===== config.mk =====
export PLATFORM = sky130hd
export DESIGN_NAME = sld_ctrl
export DESIGN_NICKNAME = d
export VERILOG_FILES = /design/src/sld_pkg.sv /design/src/sld_sync.sv /design/src/sld_ctrl.sv
export VERILOG_INCLUDE_DIRS = /design/src
export SDC_FILE = /design/constraint.sdc
export NUM_CORES = 1
export LEC_CHECK = 0
export BUFFER_PORTS_ARGS = -buffer_cell sky130_fd_sc_hd__buf_2
export CAP_MARGIN = 20
export CORE_UTILIZATION = 40
export DETAILED_ROUTE_END_ITERATION = 8
export SLEW_MARGIN = 20
export SYNTH_ARGS = -nofsm -noshare
export SYNTH_HDL_FRONTEND = slang
export SYNTH_SLANG_ARGS = --single-unit

===== constraint.sdc =====
create_clock -name sys_clk -period 5.3 [get_ports sys_clk]
set_input_delay 0 -clock sys_clk [delete_from_list [all_inputs] [get_ports sys_clk]]
set_output_delay 0 -clock sys_clk [all_outputs]
set_load 0.01 [all_outputs]

===== src/sld_consts.svh =====
`ifndef SLD_CONSTS_SVH
`define SLD_CONSTS_SVH

// Register offsets on the plain register port
`define SLD_OFF_CTRL 8'h00
`define SLD_OFF_FLAGS 8'h01
`define SLD_OFF_ENABLES 8'h02
`define SLD_OFF_PRIORITY 8'h03
`define SLD_OFF_IRQ_STATUS 8'h04
`define SLD_OFF_IRQ_MASK 8'h05

// Control register fields
`define SLD_CTRL_LEVEL_LSB 0
`define SLD_CTRL_LEVEL_MSB 3
`define SLD_CTRL_PWR_BIT 4
`define SLD_CTRL_STABLE_BIT 5
`define SLD_LEVEL_EXTERNAL 4'hF

// Position of the supply-low bit in the flag, enable and priority registers
`define SLD_IRQ_BIT 2

// Reset values
`define SLD_CTRL_RESET 8'h05
`define SLD_FLAGS_RESET 8'h00
`define SLD_ENABLES_RESET 8'h00
`define SLD_PRIORITY_RESET 8'h00
`define SLD_IRQ_MASK_RESET 8'h00

// Reference settle time after power-up, in ns
`define SLD_SETTLE_NS 20000
`define SLD_CLK_NS 4

`endif


===== src/sld_pkg.sv =====
package sld_pkg;

  // Register port request
  typedef struct packed {
    logic [7:0] addr;
    logic [7:0] wdata;
    logic wr;
    logic rd;
  } sld_req_s;

  // Detector power sequencing
  typedef enum logic [1:0] {
    SLD_OFF,
    SLD_SETTLING,
    SLD_READY
  } sld_state_e;

endpackage : sld_pkg


===== src/sld_sync.sv =====
`timescale 1ns/1ps
// Two-stage synchroniser for asynchronous levels
module sld_sync #(
  parameter int WIDTH = 2
) (
  input wire logic sys_clk,
  input wire logic rst_n,
  input wire logic [WIDTH-1:0] async_in,
  output logic [WIDTH-1:0] sync_out
);
  logic [WIDTH-1:0] meta_reg;

  // First stage read only by the second
  always_ff @(posedge sys_clk or negedge rst_n) begin
    if (!rst_n) begin
      meta_reg <= '0;
      sync_out <= '0;
    end else begin
      meta_reg <= async_in;
      sync_out <= meta_reg;
    end
  end
endmodule : sld_sync


===== src/sld_ctrl.sv =====
`timescale 1ns/1ps
`include "sld_consts.svh"

// Contract
// RULE_01 - Comparator low sets the supply-low flag
// RULE_02 - Four-bit trip level selects sixteen taps
// RULE_03 - All-ones level routes external trip input
// RULE_04 - Enabled flag raises interrupt request
// RULE_05 - Software switches detector power on/off
// RULE_06 - Power enable lives at control bit 4
// RULE_07 - Read-only stable bit at control bit 5
// RULE_08 - Detector runs in sleep, wakes device
// RULE_09 - Reset returns registers, detector off
// RULE_10 - Flag sticky until software writes zero
module sld_ctrl
  import sld_pkg::*;
#(
  parameter int SETTLE_CYCLES = (`SLD_SETTLE_NS + `SLD_CLK_NS - 1) / `SLD_CLK_NS
) (
  input wire logic sys_clk,
  input wire logic rst_n,
  input wire logic [7:0] reg_addr,
  input wire logic [7:0] reg_wdata,
  input wire logic reg_wr,
  input wire logic reg_rd,
  output logic [7:0] reg_rdata,
  input wire logic comp_low,
  input wire logic sleep_mode,
  input wire logic global_irq_enable,
  output logic detector_power_enable,
  output logic [3:0] trip_level_select,
  output logic external_trip_input_sel,
  output logic irq_request,
  output logic irq_high_priority,
  output logic wake_request,
  output logic irq
);

  // Settle count of zero would wrap the ready threshold to all ones
  if (SETTLE_CYCLES < 1) begin : g_bad_settle
    $error("SETTLE_CYCLES must be at least one");
  end

  // Reset image of the control register, mirrored by the level outputs
  localparam logic [7:0] CTRL_RESET_VAL = `SLD_CTRL_RESET;

  sld_req_s req;
  logic [1:0] pin_sync;
  logic comp_low_s;
  logic sleep_s;

  assign req = '{addr: reg_addr, wdata: reg_wdata, wr: reg_wr, rd: reg_rd};

  // Comparator and sleep come from outside the clock domain
  sld_sync #(.WIDTH(2)) u_sync (
    .sys_clk(sys_clk),
    .rst_n(rst_n),
    .async_in({comp_low, sleep_mode}),
    .sync_out(pin_sync)
  );
  assign comp_low_s = pin_sync[1];
  assign sleep_s = pin_sync[0];

  logic [7:0] ctrl_reg, ctrl_next;
  logic [7:0] flags_reg, flags_next;
  logic [7:0] enables_reg, enables_next;
  logic [7:0] priority_reg, priority_next;
  logic [7:0] irq_status_reg, irq_status_next;
  logic [7:0] irq_mask_reg, irq_mask_next;
  sld_state_e state_reg, state_next;
  logic [31:0] settle_cnt_reg, settle_cnt_next;
  logic stable;
  logic trip_event;
  logic [7:0] rdata_next;
  logic irq_req_next, prio_next, wake_next, irq_next;

  assign stable = (state_reg == SLD_READY); // see RULE_07
  // Flag sets only once the reference is stable
  assign trip_event = stable && comp_low_s; // see RULE_01

  // Power sequencing of the detector
  always_comb begin
    state_next = state_reg;
    settle_cnt_next = settle_cnt_reg;
    case (state_reg)
      SLD_OFF: begin
        settle_cnt_next = '0;
        if (ctrl_reg[`SLD_CTRL_PWR_BIT]) begin
          state_next = SLD_SETTLING; // see RULE_05
        end
      end
      SLD_SETTLING: begin
        if (!ctrl_reg[`SLD_CTRL_PWR_BIT]) begin
          state_next = SLD_OFF;
        end else if (settle_cnt_reg >= 32'(SETTLE_CYCLES - 1)) begin
          state_next = SLD_READY;
        end else begin
          settle_cnt_next = settle_cnt_reg + 32'd1;
        end
      end
      SLD_READY: begin
        if (!ctrl_reg[`SLD_CTRL_PWR_BIT]) begin
          state_next = SLD_OFF; // see RULE_05
        end
      end
      default: begin
        state_next = SLD_OFF;
      end
    endcase
  end

  // Register writes, sticky flag and interrupt status
  always_comb begin
    ctrl_next = ctrl_reg;
    flags_next = flags_reg;
    enables_next = enables_reg;
    priority_next = priority_reg;
    irq_status_next = irq_status_reg;
    irq_mask_next = irq_mask_reg;
    if (req.wr) begin
      case (req.addr)
        `SLD_OFF_CTRL: begin
          // Level and power writable, stable bit read-only
          ctrl_next = {3'b000, req.wdata[4:0]}; // see RULE_02
        end
        `SLD_OFF_FLAGS: flags_next = {4'h0, req.wdata[3:0]}; // see RULE_10
        `SLD_OFF_ENABLES: enables_next = {4'h0, req.wdata[3:0]};
        `SLD_OFF_PRIORITY: priority_next = {4'h0, req.wdata[3:0]};
        `SLD_OFF_IRQ_MASK: irq_mask_next = {4'h0, req.wdata[3:0]};
        default: begin
        end
      endcase
    end
    if (req.rd && req.addr == `SLD_OFF_IRQ_STATUS) begin
      irq_status_next = 8'h00;
    end
    // Set wins over clear, flag stays set after recovery
    if (trip_event) begin
      flags_next[`SLD_IRQ_BIT] = 1'b1; // see RULE_01, see RULE_10
      irq_status_next[`SLD_IRQ_BIT] = 1'b1;
    end
  end

  // Read data and outputs
  always_comb begin
    rdata_next = 8'h00;
    if (req.rd) begin
      case (req.addr)
        `SLD_OFF_CTRL: begin
          rdata_next = ctrl_reg;
          rdata_next[`SLD_CTRL_STABLE_BIT] = stable; // see RULE_07
        end
        `SLD_OFF_FLAGS: rdata_next = flags_reg;
        `SLD_OFF_ENABLES: rdata_next = enables_reg;
        `SLD_OFF_PRIORITY: rdata_next = priority_reg;
        `SLD_OFF_IRQ_STATUS: rdata_next = irq_status_reg;
        `SLD_OFF_IRQ_MASK: rdata_next = irq_mask_reg;
        default: rdata_next = 8'h00;
      endcase
    end
    irq_req_next = flags_next[`SLD_IRQ_BIT] && enables_next[`SLD_IRQ_BIT]
                   && global_irq_enable; // see RULE_04, see RULE_08
    prio_next = priority_next[`SLD_IRQ_BIT];
    // Wake from sleep regardless of the global enable
    wake_next = sleep_s && flags_next[`SLD_IRQ_BIT] && enables_next[`SLD_IRQ_BIT]; // see RULE_08
    irq_next = |(irq_status_next & irq_mask_next);
  end

  // All state registers; reset leaves the detector off
  always_ff @(posedge sys_clk or negedge rst_n) begin
    if (!rst_n) begin
      ctrl_reg <= `SLD_CTRL_RESET; // see RULE_09
      flags_reg <= `SLD_FLAGS_RESET;
      enables_reg <= `SLD_ENABLES_RESET;
      priority_reg <= `SLD_PRIORITY_RESET;
      irq_status_reg <= 8'h00;
      irq_mask_reg <= `SLD_IRQ_MASK_RESET;
      state_reg <= SLD_OFF;
      settle_cnt_reg <= '0;
      reg_rdata <= 8'h00;
      irq_request <= 1'b0;
      irq_high_priority <= 1'b0;
      wake_request <= 1'b0;
      irq <= 1'b0;
      detector_power_enable <= 1'b0;
      trip_level_select <= CTRL_RESET_VAL[`SLD_CTRL_LEVEL_MSB:`SLD_CTRL_LEVEL_LSB]; // see RULE_09
      external_trip_input_sel <= (CTRL_RESET_VAL[`SLD_CTRL_LEVEL_MSB:`SLD_CTRL_LEVEL_LSB] == `SLD_LEVEL_EXTERNAL);
    end else begin
      ctrl_reg <= ctrl_next;
      flags_reg <= flags_next;
      enables_reg <= enables_next;
      priority_reg <= priority_next;
      irq_status_reg <= irq_status_next;
      irq_mask_reg <= irq_mask_next;
      state_reg <= state_next;
      settle_cnt_reg <= settle_cnt_next;
      reg_rdata <= rdata_next;
      irq_request <= irq_req_next;
      irq_high_priority <= prio_next;
      wake_request <= wake_next;
      irq <= irq_next;
      detector_power_enable <= ctrl_next[`SLD_CTRL_PWR_BIT]; // see RULE_06
      trip_level_select <= ctrl_next[`SLD_CTRL_LEVEL_MSB:`SLD_CTRL_LEVEL_LSB]; // see RULE_02
      external_trip_input_sel <= ctrl_next[`SLD_CTRL_LEVEL_MSB:`SLD_CTRL_LEVEL_LSB]
                                 == `SLD_LEVEL_EXTERNAL; // see RULE_03
    end
  end

  // Assertions
  a_flag_sets: assert property (@(posedge sys_clk) disable iff (!rst_n) // see RULE_01
    trip_event |=> flags_reg[`SLD_IRQ_BIT])
    else $error("trip did not set flag");

  a_flag_stable_only: assert property (@(posedge sys_clk) disable iff (!rst_n) // see RULE_01
    (!stable && !flags_reg[`SLD_IRQ_BIT] && !(req.wr && req.addr == `SLD_OFF_FLAGS)) |=> !flags_reg[`SLD_IRQ_BIT])
    else $error("flag set before reference stable");

  a_level_out: assert property (@(posedge sys_clk) disable iff (!rst_n) // see RULE_02
    trip_level_select == ctrl_reg[3:0])
    else $error("trip level output mismatch");

  a_level_write: assert property (@(posedge sys_clk) disable iff (!rst_n) // see RULE_02
    (req.wr && req.addr == `SLD_OFF_CTRL) |=> trip_level_select == $past(req.wdata[3:0]))
    else $error("trip level not written");

  a_ext_select: assert property (@(posedge sys_clk) disable iff (!rst_n) // see RULE_03
    external_trip_input_sel == (trip_level_select == 4'hF))
    else $error("external select wrong");

  a_irq_raise: assert property (@(posedge sys_clk) disable iff (!rst_n) // see RULE_04
    (trip_event && enables_reg[`SLD_IRQ_BIT] && global_irq_enable && !(req.wr && req.addr == `SLD_OFF_ENABLES))
    |=> irq_request)
    else $error("irq not raised");

  a_irq_gated: assert property (@(posedge sys_clk) disable iff (!rst_n) // see RULE_04
    irq_request |-> flags_reg[`SLD_IRQ_BIT] && enables_reg[`SLD_IRQ_BIT] && $past(global_irq_enable))
    else $error("irq request without cause");

  a_prio_out: assert property (@(posedge sys_clk) disable iff (!rst_n) // see RULE_04
    irq_high_priority == priority_reg[`SLD_IRQ_BIT])
    else $error("priority output mismatch");

  a_status_set: assert property (@(posedge sys_clk) disable iff (!rst_n) // see RULE_04
    trip_event |=> irq_status_reg[`SLD_IRQ_BIT])
    else $error("trip did not set status");

  a_status_sticky: assert property (@(posedge sys_clk) disable iff (!rst_n) // see RULE_04
    (irq_status_reg[`SLD_IRQ_BIT] && !(req.rd && req.addr == `SLD_OFF_IRQ_STATUS)) |=> irq_status_reg[`SLD_IRQ_BIT])
    else $error("status dropped without read");

  a_status_clear: assert property (@(posedge sys_clk) disable iff (!rst_n) // see RULE_04
    (req.rd && req.addr == `SLD_OFF_IRQ_STATUS && !trip_event) |=> irq_status_reg == 8'h00)
    else $error("status not cleared by read");

  a_irq_level: assert property (@(posedge sys_clk) disable iff (!rst_n) // see RULE_04
    irq == |(irq_status_reg & irq_mask_reg))
    else $error("interrupt level mismatch");

  a_power_off: assert property (@(posedge sys_clk) disable iff (!rst_n) // see RULE_05
    !detector_power_enable |=> state_reg == SLD_OFF)
    else $error("detector running while off");

  a_settle_start: assert property (@(posedge sys_clk) disable iff (!rst_n) // see RULE_05
    (state_reg == SLD_OFF && ctrl_reg[`SLD_CTRL_PWR_BIT]) |=> state_reg == SLD_SETTLING)
    else $error("settling did not start");

  a_power_write: assert property (@(posedge sys_clk) disable iff (!rst_n) // see RULE_06
    (req.wr && req.addr == `SLD_OFF_CTRL) |=> detector_power_enable == $past(req.wdata[4]))
    else $error("power bit not written");

  a_power_level: assert property (@(posedge sys_clk) disable iff (!rst_n) // see RULE_06
    detector_power_enable == ctrl_reg[`SLD_CTRL_PWR_BIT])
    else $error("power output mismatch");

  a_stable_read: assert property (@(posedge sys_clk) disable iff (!rst_n) // see RULE_07
    (req.rd && req.addr == `SLD_OFF_CTRL) |=> reg_rdata[5] == $past(stable))
    else $error("stable bit read wrong");

  a_ready_count: assert property (@(posedge sys_clk) disable iff (!rst_n) // see RULE_07
    (state_reg == SLD_SETTLING && ctrl_reg[`SLD_CTRL_PWR_BIT] && settle_cnt_reg == 32'(SETTLE_CYCLES - 1)) |=> stable)
    else $error("reference not ready after settling");

  a_not_ready_early: assert property (@(posedge sys_clk) disable iff (!rst_n) // see RULE_07
    (state_reg == SLD_SETTLING && settle_cnt_reg < 32'(SETTLE_CYCLES - 1)) |=> !stable)
    else $error("reference ready too early");

  a_ctrl_upper: assert property (@(posedge sys_clk) disable iff (!rst_n) // see RULE_07
    ctrl_reg[7:6] == 2'b00 && !ctrl_reg[`SLD_CTRL_STABLE_BIT])
    else $error("read-only control bits stored");

  a_rdata_idle: assert property (@(posedge sys_clk) disable iff (!rst_n) // see RULE_07
    !req.rd |=> reg_rdata == 8'h00)
    else $error("read data without read");

  a_wake_sleep: assert property (@(posedge sys_clk) disable iff (!rst_n) // see RULE_08
    wake_request |-> flags_reg[`SLD_IRQ_BIT] && enables_reg[`SLD_IRQ_BIT])
    else $error("spurious wake");

  a_wake_gate: assert property (@(posedge sys_clk) disable iff (!rst_n) // see RULE_08
    wake_request |-> $past(sleep_s))
    else $error("wake while awake");

  a_flag_sticky: assert property (@(posedge sys_clk) disable iff (!rst_n) // see RULE_10
    (flags_reg[`SLD_IRQ_BIT] && !(req.wr && req.addr == `SLD_OFF_FLAGS)) |=> flags_reg[`SLD_IRQ_BIT])
    else $error("flag dropped without write");

  a_flag_clear: assert property (@(posedge sys_clk) disable iff (!rst_n) // see RULE_10
    (req.wr && req.addr == `SLD_OFF_FLAGS && !req.wdata[`SLD_IRQ_BIT] && !trip_event) |=> !flags_reg[`SLD_IRQ_BIT])
    else $error("flag not cleared by write");

endmodule : sld_ctrl


; Word level (Yosys, flattened, before mapping)
; Cells that the tools add are included.
[classes]
n_addsub = 1
n_mul = 0
div_mod_pow = 0
magnitude_cmp = 1
eq_ne = 13
n_shift = 0
muxes = 21
n_bitwise = 1
reduce_logical = 15
[op_table]
columns = operator, count
row1 = 32-bit 2-to-1 mux, 2
row2 = 32-bit case mux with 2 select lines, 1
row3 = 8-bit case mux with 6 select lines, 1
row4 = 32-bit by 1-bit adder with 32-bit output (second input constant), 1
row5 = 32-bit by 13-bit >= comparator with 1-bit output (second input constant), 1
row6 = 8-bit 2-to-1 mux, 4
row7 = 8-bit by 2-bit equality test with 1-bit output (second input constant), 2
row8 = 8-bit by 3-bit equality test with 1-bit output (second input constant), 2
row9 = 3-bit 2-to-1 mux, 4
row10 = 5-bit 2-to-1 mux, 2
row11 = 8-bit AND, 1
row12 = 8-bit by 1-bit equality test with 1-bit output (second input constant), 1
row13 = 8-bit zero test, 1
row14 = 2-bit 2-to-1 mux, 4
row15 = 2-bit inequality test (second input constant), 4
row16 = 8-bit OR reduction, 1
row17 = 1-bit logical AND, 6
row18 = 2-bit case mux with 3 select lines, 1
row19 = 2-bit AND reduction, 3
row20 = 3-bit AND reduction, 2
row21 = 4-bit equality test (second input constant), 1
row22 = 3-bit inequality test (second input constant), 1
row23 = 2-bit by 1-bit equality test with 1-bit output (second input constant), 1
row24 = 2-bit equality test (second input constant), 1
row25 = other kinds (3), 4
[word_totals]
regBits = 88
latchBits = 0
ramBits = 0
mem_bits_ro = 0
input_bits = 23
mem_count = 0

; Depth between registers and ports, before layout
; Gate-level depths: netlist of the first run.
[depth]
ltp_word = 6
mapped_depth = 8
mapped_depth_nobuf = 6

; Modules after synthesis
; A second synthesis of the first run with hierarchy kept.
[unflattened]
hier_cells = 314
hier_area_um2 = 3612.2
[by_module_without_submodules]
columns = module, instances, cells_each, area_per_inst_um2, seq_area_each_um2
row1 = sld_ctrl, 1, 310, 3512.1, 1979.4
row2 = sld_sync, 1, 4, 100.1, 100.1

; Worst setup path after synthesis of the first run
; OpenSTA, ideal clock, no wires.
[synth_timing]
kind = register to register
start = reg settle_cnt_reg[0]
end = reg settle_cnt_reg[8]
setup_time_ns = 0.077
arrival_ns = 2.001
path_slack_ns = 3.222
path_stages_with_launch = 7
synth_period_minus_slack_ns = 2.078
cell_sequence = dfrtp_1 -> ha_1 -> a211o_1 -> o311ai_4 -> nand3_4 -> or4_1 -> a21oi_1
[synth_via]
elab_chain_len = 4
word_cells_on_any_way = 7
cone_classes = 1 x add/sub / 1 x order compare / 1 x eq/ne / 3 x mux / 1 x reduce/logical
[synth_rtl]
columns = element, line
row1 = start: declaration, sld_ctrl.sv:71  ; logic [31:0] settle_cnt_reg, settle_cnt_next;
row2 = start signal: assignment, sld_ctrl.sv:196  ; settle_cnt_reg <= settle_cnt_next;
row3 = 32-bit by 1-bit adder with 32-bit output, sld_ctrl.sv:98  ; settle_cnt_next = settle_cnt_reg + 32'd1;
row4 = 32-bit 2-to-1 mux, sld_ctrl.sv:95  ; end else if (settle_cnt_reg >= 32'(SETTLE_CYCLES - 1)) begin
row5 = 32-bit 2-to-1 mux, sld_ctrl.sv:93  ; if (!ctrl_reg[`SLD_CTRL_PWR_BIT]) begin
row6 = 32-bit case mux with 2 select lines, sld_ctrl.sv:85  ; case (state_reg)
; Several ways; a longest one is shown, not always the timed one. The select of a mux whose other input is x is not followed.
; A chain may end at the register's enable or synchronous reset.

; Final worst setup path of the first run
; Ends and elaborated chain as after synthesis.

==> metrics.cfg, run 1 <==
[outcome]
status=completed

[die]
die_w_um=98.1
die_h_um=98.1
die-area_sq_um=9620
core_region_area_sq_um=8850
initial_utilization=0.417
ios=41
row_count=34

[place]
dpl.hpwl_mm=5.19
globalplace.congestion=0.788
portBuffers=37

[synthesis]
ys_top_cells_by_area=dfrtp_1 (55%), mux2_2 (6.4%), and2_1 (5.6%), nand2_1 (3.3%), mux2i_1 (2.7%)
yosysSeqAreaShare=0.563
ys_warn_count=0
netlist_area_sq_um=3690
synth-edff-count=0
yosysUniqueCellTypes=62
ys_ff_latch=83
synth_ff_type=dfrtp_1
ys_async_sr_fraction=1.00
synth_top_area_cell=dfrtp_1
synth_top_cell_area_share=0.549
synth_fp_nets=343
netlist_instances=319
avgSynthCellArea_sq_um=11.6

[clock_network]
cts_max_level=3
cts_tree=done
cts_sinks=83
clockBufferDepth=2
clk_pin_slew_ns=0.09
clock-root-buffer=clkbuf_8
cts_made_buffers=9
clk_latency_ns=0.36

[finish]
syn_to_final_growth_pct=16.3
largest_reg_flops=32
antenna_cells=0
drive_gt1_frac=0.257
fin_nets=393
n_fill_cell=810

[drt]
vias_per_cell=5.27
wl_per_cell_um=15.6
drc=0
vias=2540
drtIter0Drc=117
wl_mm=7.51
ant_nets=0
first_pass_iters=4

[grt]
grt_pass1_wl_mm=12.5
grt_pass1_vias=2485
grt_max_degree=84
antenna_found_initial=0
track_usage=0.170
overflow=0

[timing]
skew_ns=0.0115
final.min_clock_period_ns=2.25
setup_viol=0
finalHoldViolations=0
slew_headroom=0.504
rsz0062_at_grt=false
setup_tns_ns=0
slew_viol_final=0
worst_pin_slew_ns=0.745
fmax_mhz=444
timing.hold.ws_ns=0.151
finalCritPeriodShare=0.425

[pwr]
p_leak_nw=2.08
irDropWorstVdd_mv=0.149
powerDensity_nw_per_um2=278

[setup_path]
end_kind=flop
worst-path-buf-inv=0
cp_max_fo=10
arrival_ns=2.54
critPathMaxStageDelay_ns=0.52
path_class=flop to flop
cp.depth=6
path_cells=ha_1, a211o_1, o311ai_4, nand3_4, or4_1, a21oi_1
crit_family=compound AO/OA/AOI/OAI gates
crit_slowest_cell=or4_1
cp-start-kind=flop
reg2regPathDepth=6
critPathRequiredTime_ns=5.59

[min_path]
whs_path_depth=4
hold_class=primary input to flop

[run]
maxCapViolations=0

## cells by family after synthesis
family / after synthesis / synth area share
buffers and inverters: 18 / 0.0217
adders and majority gates: 1 / 0.00339
DFF: 83 / 0.563
muxes: 31 / 0.0911
xor gates and xnor gates: 1 / 0.00237
AOI/OAI and AO/OA: 44 / 0.0935
and+or+nand+nor: 141 / 0.225
## worst min-delay path, cell delays in order
cell and delay, ns:
buf_2 0.11, nor3b_2 0.09, o2111ai_1 0.20, a21oi_1 0.07
## cells in the mapped netlist (all sizes together), types with 4 or more instances
cell type  count
a21oi          5
and2          34
and3           5
clkbuf         6
dfrtp         81
inv            9
mux2          21
mux2i         10
nand2         33
nand3         17
nand4          4
nor2          16
nor2b          4
nor4           8
o21ai          4
## where the power goes
group / internal, mW / leakage (nW) / switching [mW]
Sequential: 0.644 / 1.13 / 0.00692
Clock: 0.245 / 0.109 / 0.232
Combinational: 0.0274 / 0.836 / 0.0408
## layout by cell type (no fill, tap or decap), drive strengths merged, types with 3 or more instances in the layout
cell / n
a21boi: 3
a21oi: 5
a22o: 3
a31oi: 3
and2: 34
and3: 5
buf: 38
clkbuf: 11
clkinv: 4
dfrtp: 81
dlygate4sd3: 10
inv: 9
mux2: 21
mux2i: 10
nand2: 33
nand3: 17
nand4: 4
nor2: 16
nor2b: 4
nor3: 3
nor4: 8
o21a: 3
o21ai: 4
o22ai: 3
o31ai: 3
or4: 3
## final cells by class
type                            count  area, sq um  area share
Tap cell                          108          135      0.0315
Inverter                            9         33.8     0.00787
Sequential cell                    83         2080       0.484
Clock buffer                       11          151      0.0353
Timing Repair Buffer               48          299      0.0696
Multi-Input combinational cell    218         1530       0.357
Clock inverter                      5         61.3      0.0143
## worst paths after layout
kind | start | endpoint | slack [ns]
worst min register to register | u_sync.meta_reg[0] | u_sync.sync_out[0] | 0.35
worst max-delay path | settle_cnt_reg[0] | settle_cnt_reg[8] | 3.05
min in group asynchronous | rst_n | settle_cnt_reg[5] | 0.24
worst min-delay path | reg_addr[3] | reg_rdata[7] | 0.15
worst max register to register | settle_cnt_reg[0] | settle_cnt_reg[8] | 3.05
max in group asynchronous | rst_n | external_trip_input_sel | 4.54
## metal layers
layer	part of all wire	GRT usage
met2	0.47	0.259
met5	0	0
met4	0.027	0.0932
met1	0.48	0.229
met3	0.025	0.0315
## through the flow
stage | total power [mW] | instances | setup WS, ns | utilization | cell area, sq um
after floorplan | 0.691 | 319 | 3.22 | - | 3690
after global placement | 0.726 | 456 | 3.08 | 0.450 | 3980
after detailed placement | 0.727 | 456 | 3.06 | 0.450 | 3980
after CTS | 1.21 | 482 | 3.04 | 0.485 | 4290
after global routing | 1.25 | 482 | 2.89 | 0.485 | 4290
final | 1.20 | 482 | 3.05 | 0.485 | 4290
## what timing repair did
item / CTS / global route
hold buffers: 10 / 0
resized for setup: 0 / 0
endpoints found under the hold margin: 109 / 0
setup buffers: 0 / 0
Power figures use the tool's default switching activity.
==> run 2: changes to the inputs <==
Settings changed: ABC_AREA set to 1.
Clock period 5.3 ns to 1.81 ns, I/O delays scaled along.
==> metrics.cfg, run 2 <==
[pwr]
p_comb_frac=0.158  ; +0.101
pwr-share-seq=0.481  ; -0.063
p_leak_nw=2.17  ; +4.4%
clkPwrFrac=0.361  ; -0.038
irDropWorstVdd_mv=0.407  ; +170%
power_mw=4.22  ; +250%
internal_power_mw=3.02  ; +230%
switching_share=0.283  ; +0.0491
power_switching_mw=1.19  ; +330%
powerDensity_nw_per_um2=957  ; +240%

[drt]
ant_nets=0  ; unchanged
wl_mm=7.65  ; +1.9%
vias_per_cell=4.74  ; -10%
drtIter0Drc=152  ; +30%
vias=2907  ; +14%
wl_per_cell_um=12.5  ; -20%
drc=0  ; unchanged
first_pass_iters=6  ; +2

[clock_network]
cts_tree=done
cts_made_buffers=9  ; unchanged
clk_pin_slew_ns=0.09  ; about the same
cts_setup_buffers=0  ; unchanged
clock-root-buffer=clkbuf_8
clk_latency_ns=0.35  ; about the same
cts_sinks=83  ; unchanged
clockBufferDepth=2  ; unchanged
cts_max_level=3  ; unchanged

[finish]
largest_reg_flops=32  ; unchanged
syn_to_final_growth_pct=18.3
final_cell_mix=nand2_1 (88), dfrtp_1 (81), inv_1 (70)
final_common_cell=nand2_1
fin_nets=524  ; +33%
drive_gt1_frac=0.156  ; -0.100
antenna_cells=0  ; unchanged
final_util=0.498  ; +0.0124

[place]
portBuffers=37  ; unchanged
dpl.hpwl_mm=5.54  ; +6.6%
globalplace.congestion=0.799  ; +1.3%
dp_slack_ns=0.155  ; -2.91 ns

[timing]
fmax_mhz=603  ; +36%
final.min_clock_period_ns=1.66  ; -0.596 ns
slew_headroom=0.685  ; +0.181
worst_pin_slew_ns=0.471  ; -0.274 ns
skew_ns=0.0136  ; +0.00207 ns
setup_tns_ns=0  ; unchanged
setup_ws_ns=0.151  ; -2.89 ns
finalCritPeriodShare=0.916  ; +0.491
setup_viol=0  ; unchanged
finalHoldViolations=0  ; unchanged
slew_viol_final=0  ; unchanged
rsz0062_at_grt=false

[synthesis]
synth_top_area_cell=dfrtp_1
yosys.cell_count.top_type=nand2_1
synth_common_cells=nand2_1 (88), dfrtp_1 (81), inv_1 (70), nor2_1 (65), nand3_1 (32)
netlist_area_sq_um=3720  ; +0.81%
synth_ff_type=dfrtp_1
avgSynthCellArea_sq_um=8.37  ; -28%
ys_ff_latch=83  ; unchanged
synth_fp_nets=469  ; +37%
synth_top_cell_area_share=0.544  ; -0.00443
synth-edff-count=0  ; unchanged
ys_warn_count=0  ; unchanged
yosysSeqAreaShare=0.558  ; -0.00454
netlist_instances=445  ; +39%
ys_async_sr_fraction=1.00  ; unchanged
ys_top_cells_by_area=dfrtp_1 (54%), nand2_1 (8.9%), inv_1 (7.1%), nor2_1 (6.6%), nand3_1 (4.3%)
yosysUniqueCellTypes=30  ; -52%

[grt]
antenna_found_initial=0  ; unchanged
grtUsageMet1=0.223  ; -0.00602
grt_max_degree=84  ; unchanged
grt-busiest-layer=met2
grt_use_met3=0.0390  ; +0.00751
track_usage=0.168  ; -0.00172
use_met2=0.274  ; +0.0141
grt_pass1_wl_mm=12.8  ; +2.2%
overflow=0  ; unchanged
grt_pass1_vias=2797  ; +13%

[setup_path]
arrival_ns=1.90  ; -0.64 ns
path_class=flop to flop
critPathMaxStageDelay_ns=0.42  ; -0.10 ns
crit_slowest_cell=dfrtp_1
cpMostUsedCell=nand2_1
end_kind=flop
path_cells=ha_1, nand2_1, nand4_1, nand2_1, nand3_1, nand2_1, nand2_2, nand2_1, buf_12, nor2_1
critPathRequiredTime_ns=2.06  ; -3.53 ns
cp_max_fo=19  ; +9
cp-start-kind=flop

[run]
maxCapViolations=0  ; unchanged

[die]
die_w_um=98.5  ; +0.40%
ios=41  ; unchanged
row_count=34  ; unchanged
core_region_area_sq_um=8850  ; unchanged
initial_utilization=0.421  ; +0.00339
die_h_um=98.5  ; +0.40%
die-area_sq_um=9700  ; +0.80%

[min_path]
hold_class=primary input to flop

[outcome]
status=completed

## run 2: changes by cell type after synthesis, moves of 10 or more
| cell | delta |
|---|---|
| o21ai_0 | +20 |
| mux2i_1 | -10 |
| mux2_2 | -21 |
| o21ai_1 | +10 |
| inv_1 | +61 |
| nand2_1 | +56 |
| and2_1 | -30 |
| nor2_1 | +49 |
| nand3_1 | +17 |
## run 2: per-layer routing
metal	up-vias	wire, um
met1	1349	3660
met3	6	292
li1	1498	-
met2	54	3630
met5	-	0
met4	0	76
## run 2: worst max-delay path, delay by kind of cell, from the launching register on
family | cells | cell delay (ns)
adder cells (fa/ha/maj) | 1 | 0.23
buffers and inverters | 1 | 0.18
flip-flops | 1 | 0.42
AND/OR/NAND/NOR | 8 | 0.73
## run 2: final cells by class
class	instances	area (sq um)
Tap cell	108	135
Sequential cell	83	2080
Clock buffer	10	138
Clock inverter	6	96.3
Multi-Input combinational cell	277	1320
Fill cell	867	4440
Timing Repair Buffer	51	343
Inverter	78	297
## run 2: power groups by stage
stage                     Clock [mW]  Sequential [mW]  Combinational (mW)
after floorplan                    0             2.06               0.424
after global placement             0             2.06               0.648
after detailed placement           0             2.07               0.660
after CTS                       1.56             2.03               0.677
after global routing            1.65             2.04               0.753
final                           1.52             2.03               0.664
## run 2: per-stage QoR
step / cells / hold slack, ns / cell area, sq um
after global routing: 613 / 0.00451 / 4400
after detailed placement: 587 / 0.0707 / 4070
after global placement: 587 / 0.0643 / 4070
after floorplan: 445 / -0.296 / 3720
after CTS: 613 / 0.0112 / 4400
final: 613 / 0.0237 / 4400
## run 2: kinds of logic (layout without fill, tap and decap cells)
kind of cell,after synthesis,after routing,share of synthesized area
and+or+nand+nor,221,221,0.265
buffers and inverters,85,145,0.0880
DFF,83,83,0.558
AOI/OAI and AO/OA,46,46,0.0635
xor gates and xnor gates,9,9,0.0212
adders and majority gates,1,1,0.00336
## run 2: path summary, 6_finish.rpt
check / startpoint / depth (start not counted) / endpoint / slack (ns)
min in group asynchronous: rst_n / 3 / settle_cnt_reg[10] / 0.22
max: settle_cnt_reg[0] / 10 / settle_cnt_reg[27] / 0.15
max reg2reg: settle_cnt_reg[0] / 10 / settle_cnt_reg[27] / 0.15
min: reg_rd / 3 / reg_rdata[7] / 0.02
min reg2reg: u_sync.meta_reg[0] / 0 / u_sync.sync_out[0] / 0.36
max in group asynchronous: rst_n / 3 / trip_level_select[2] / 1.25
## run 2: what timing repair did
action,4_1_cts,5_1_grt
hold endpoints to repair,92,0
hold buffers,10,0
resized for setup,0,0
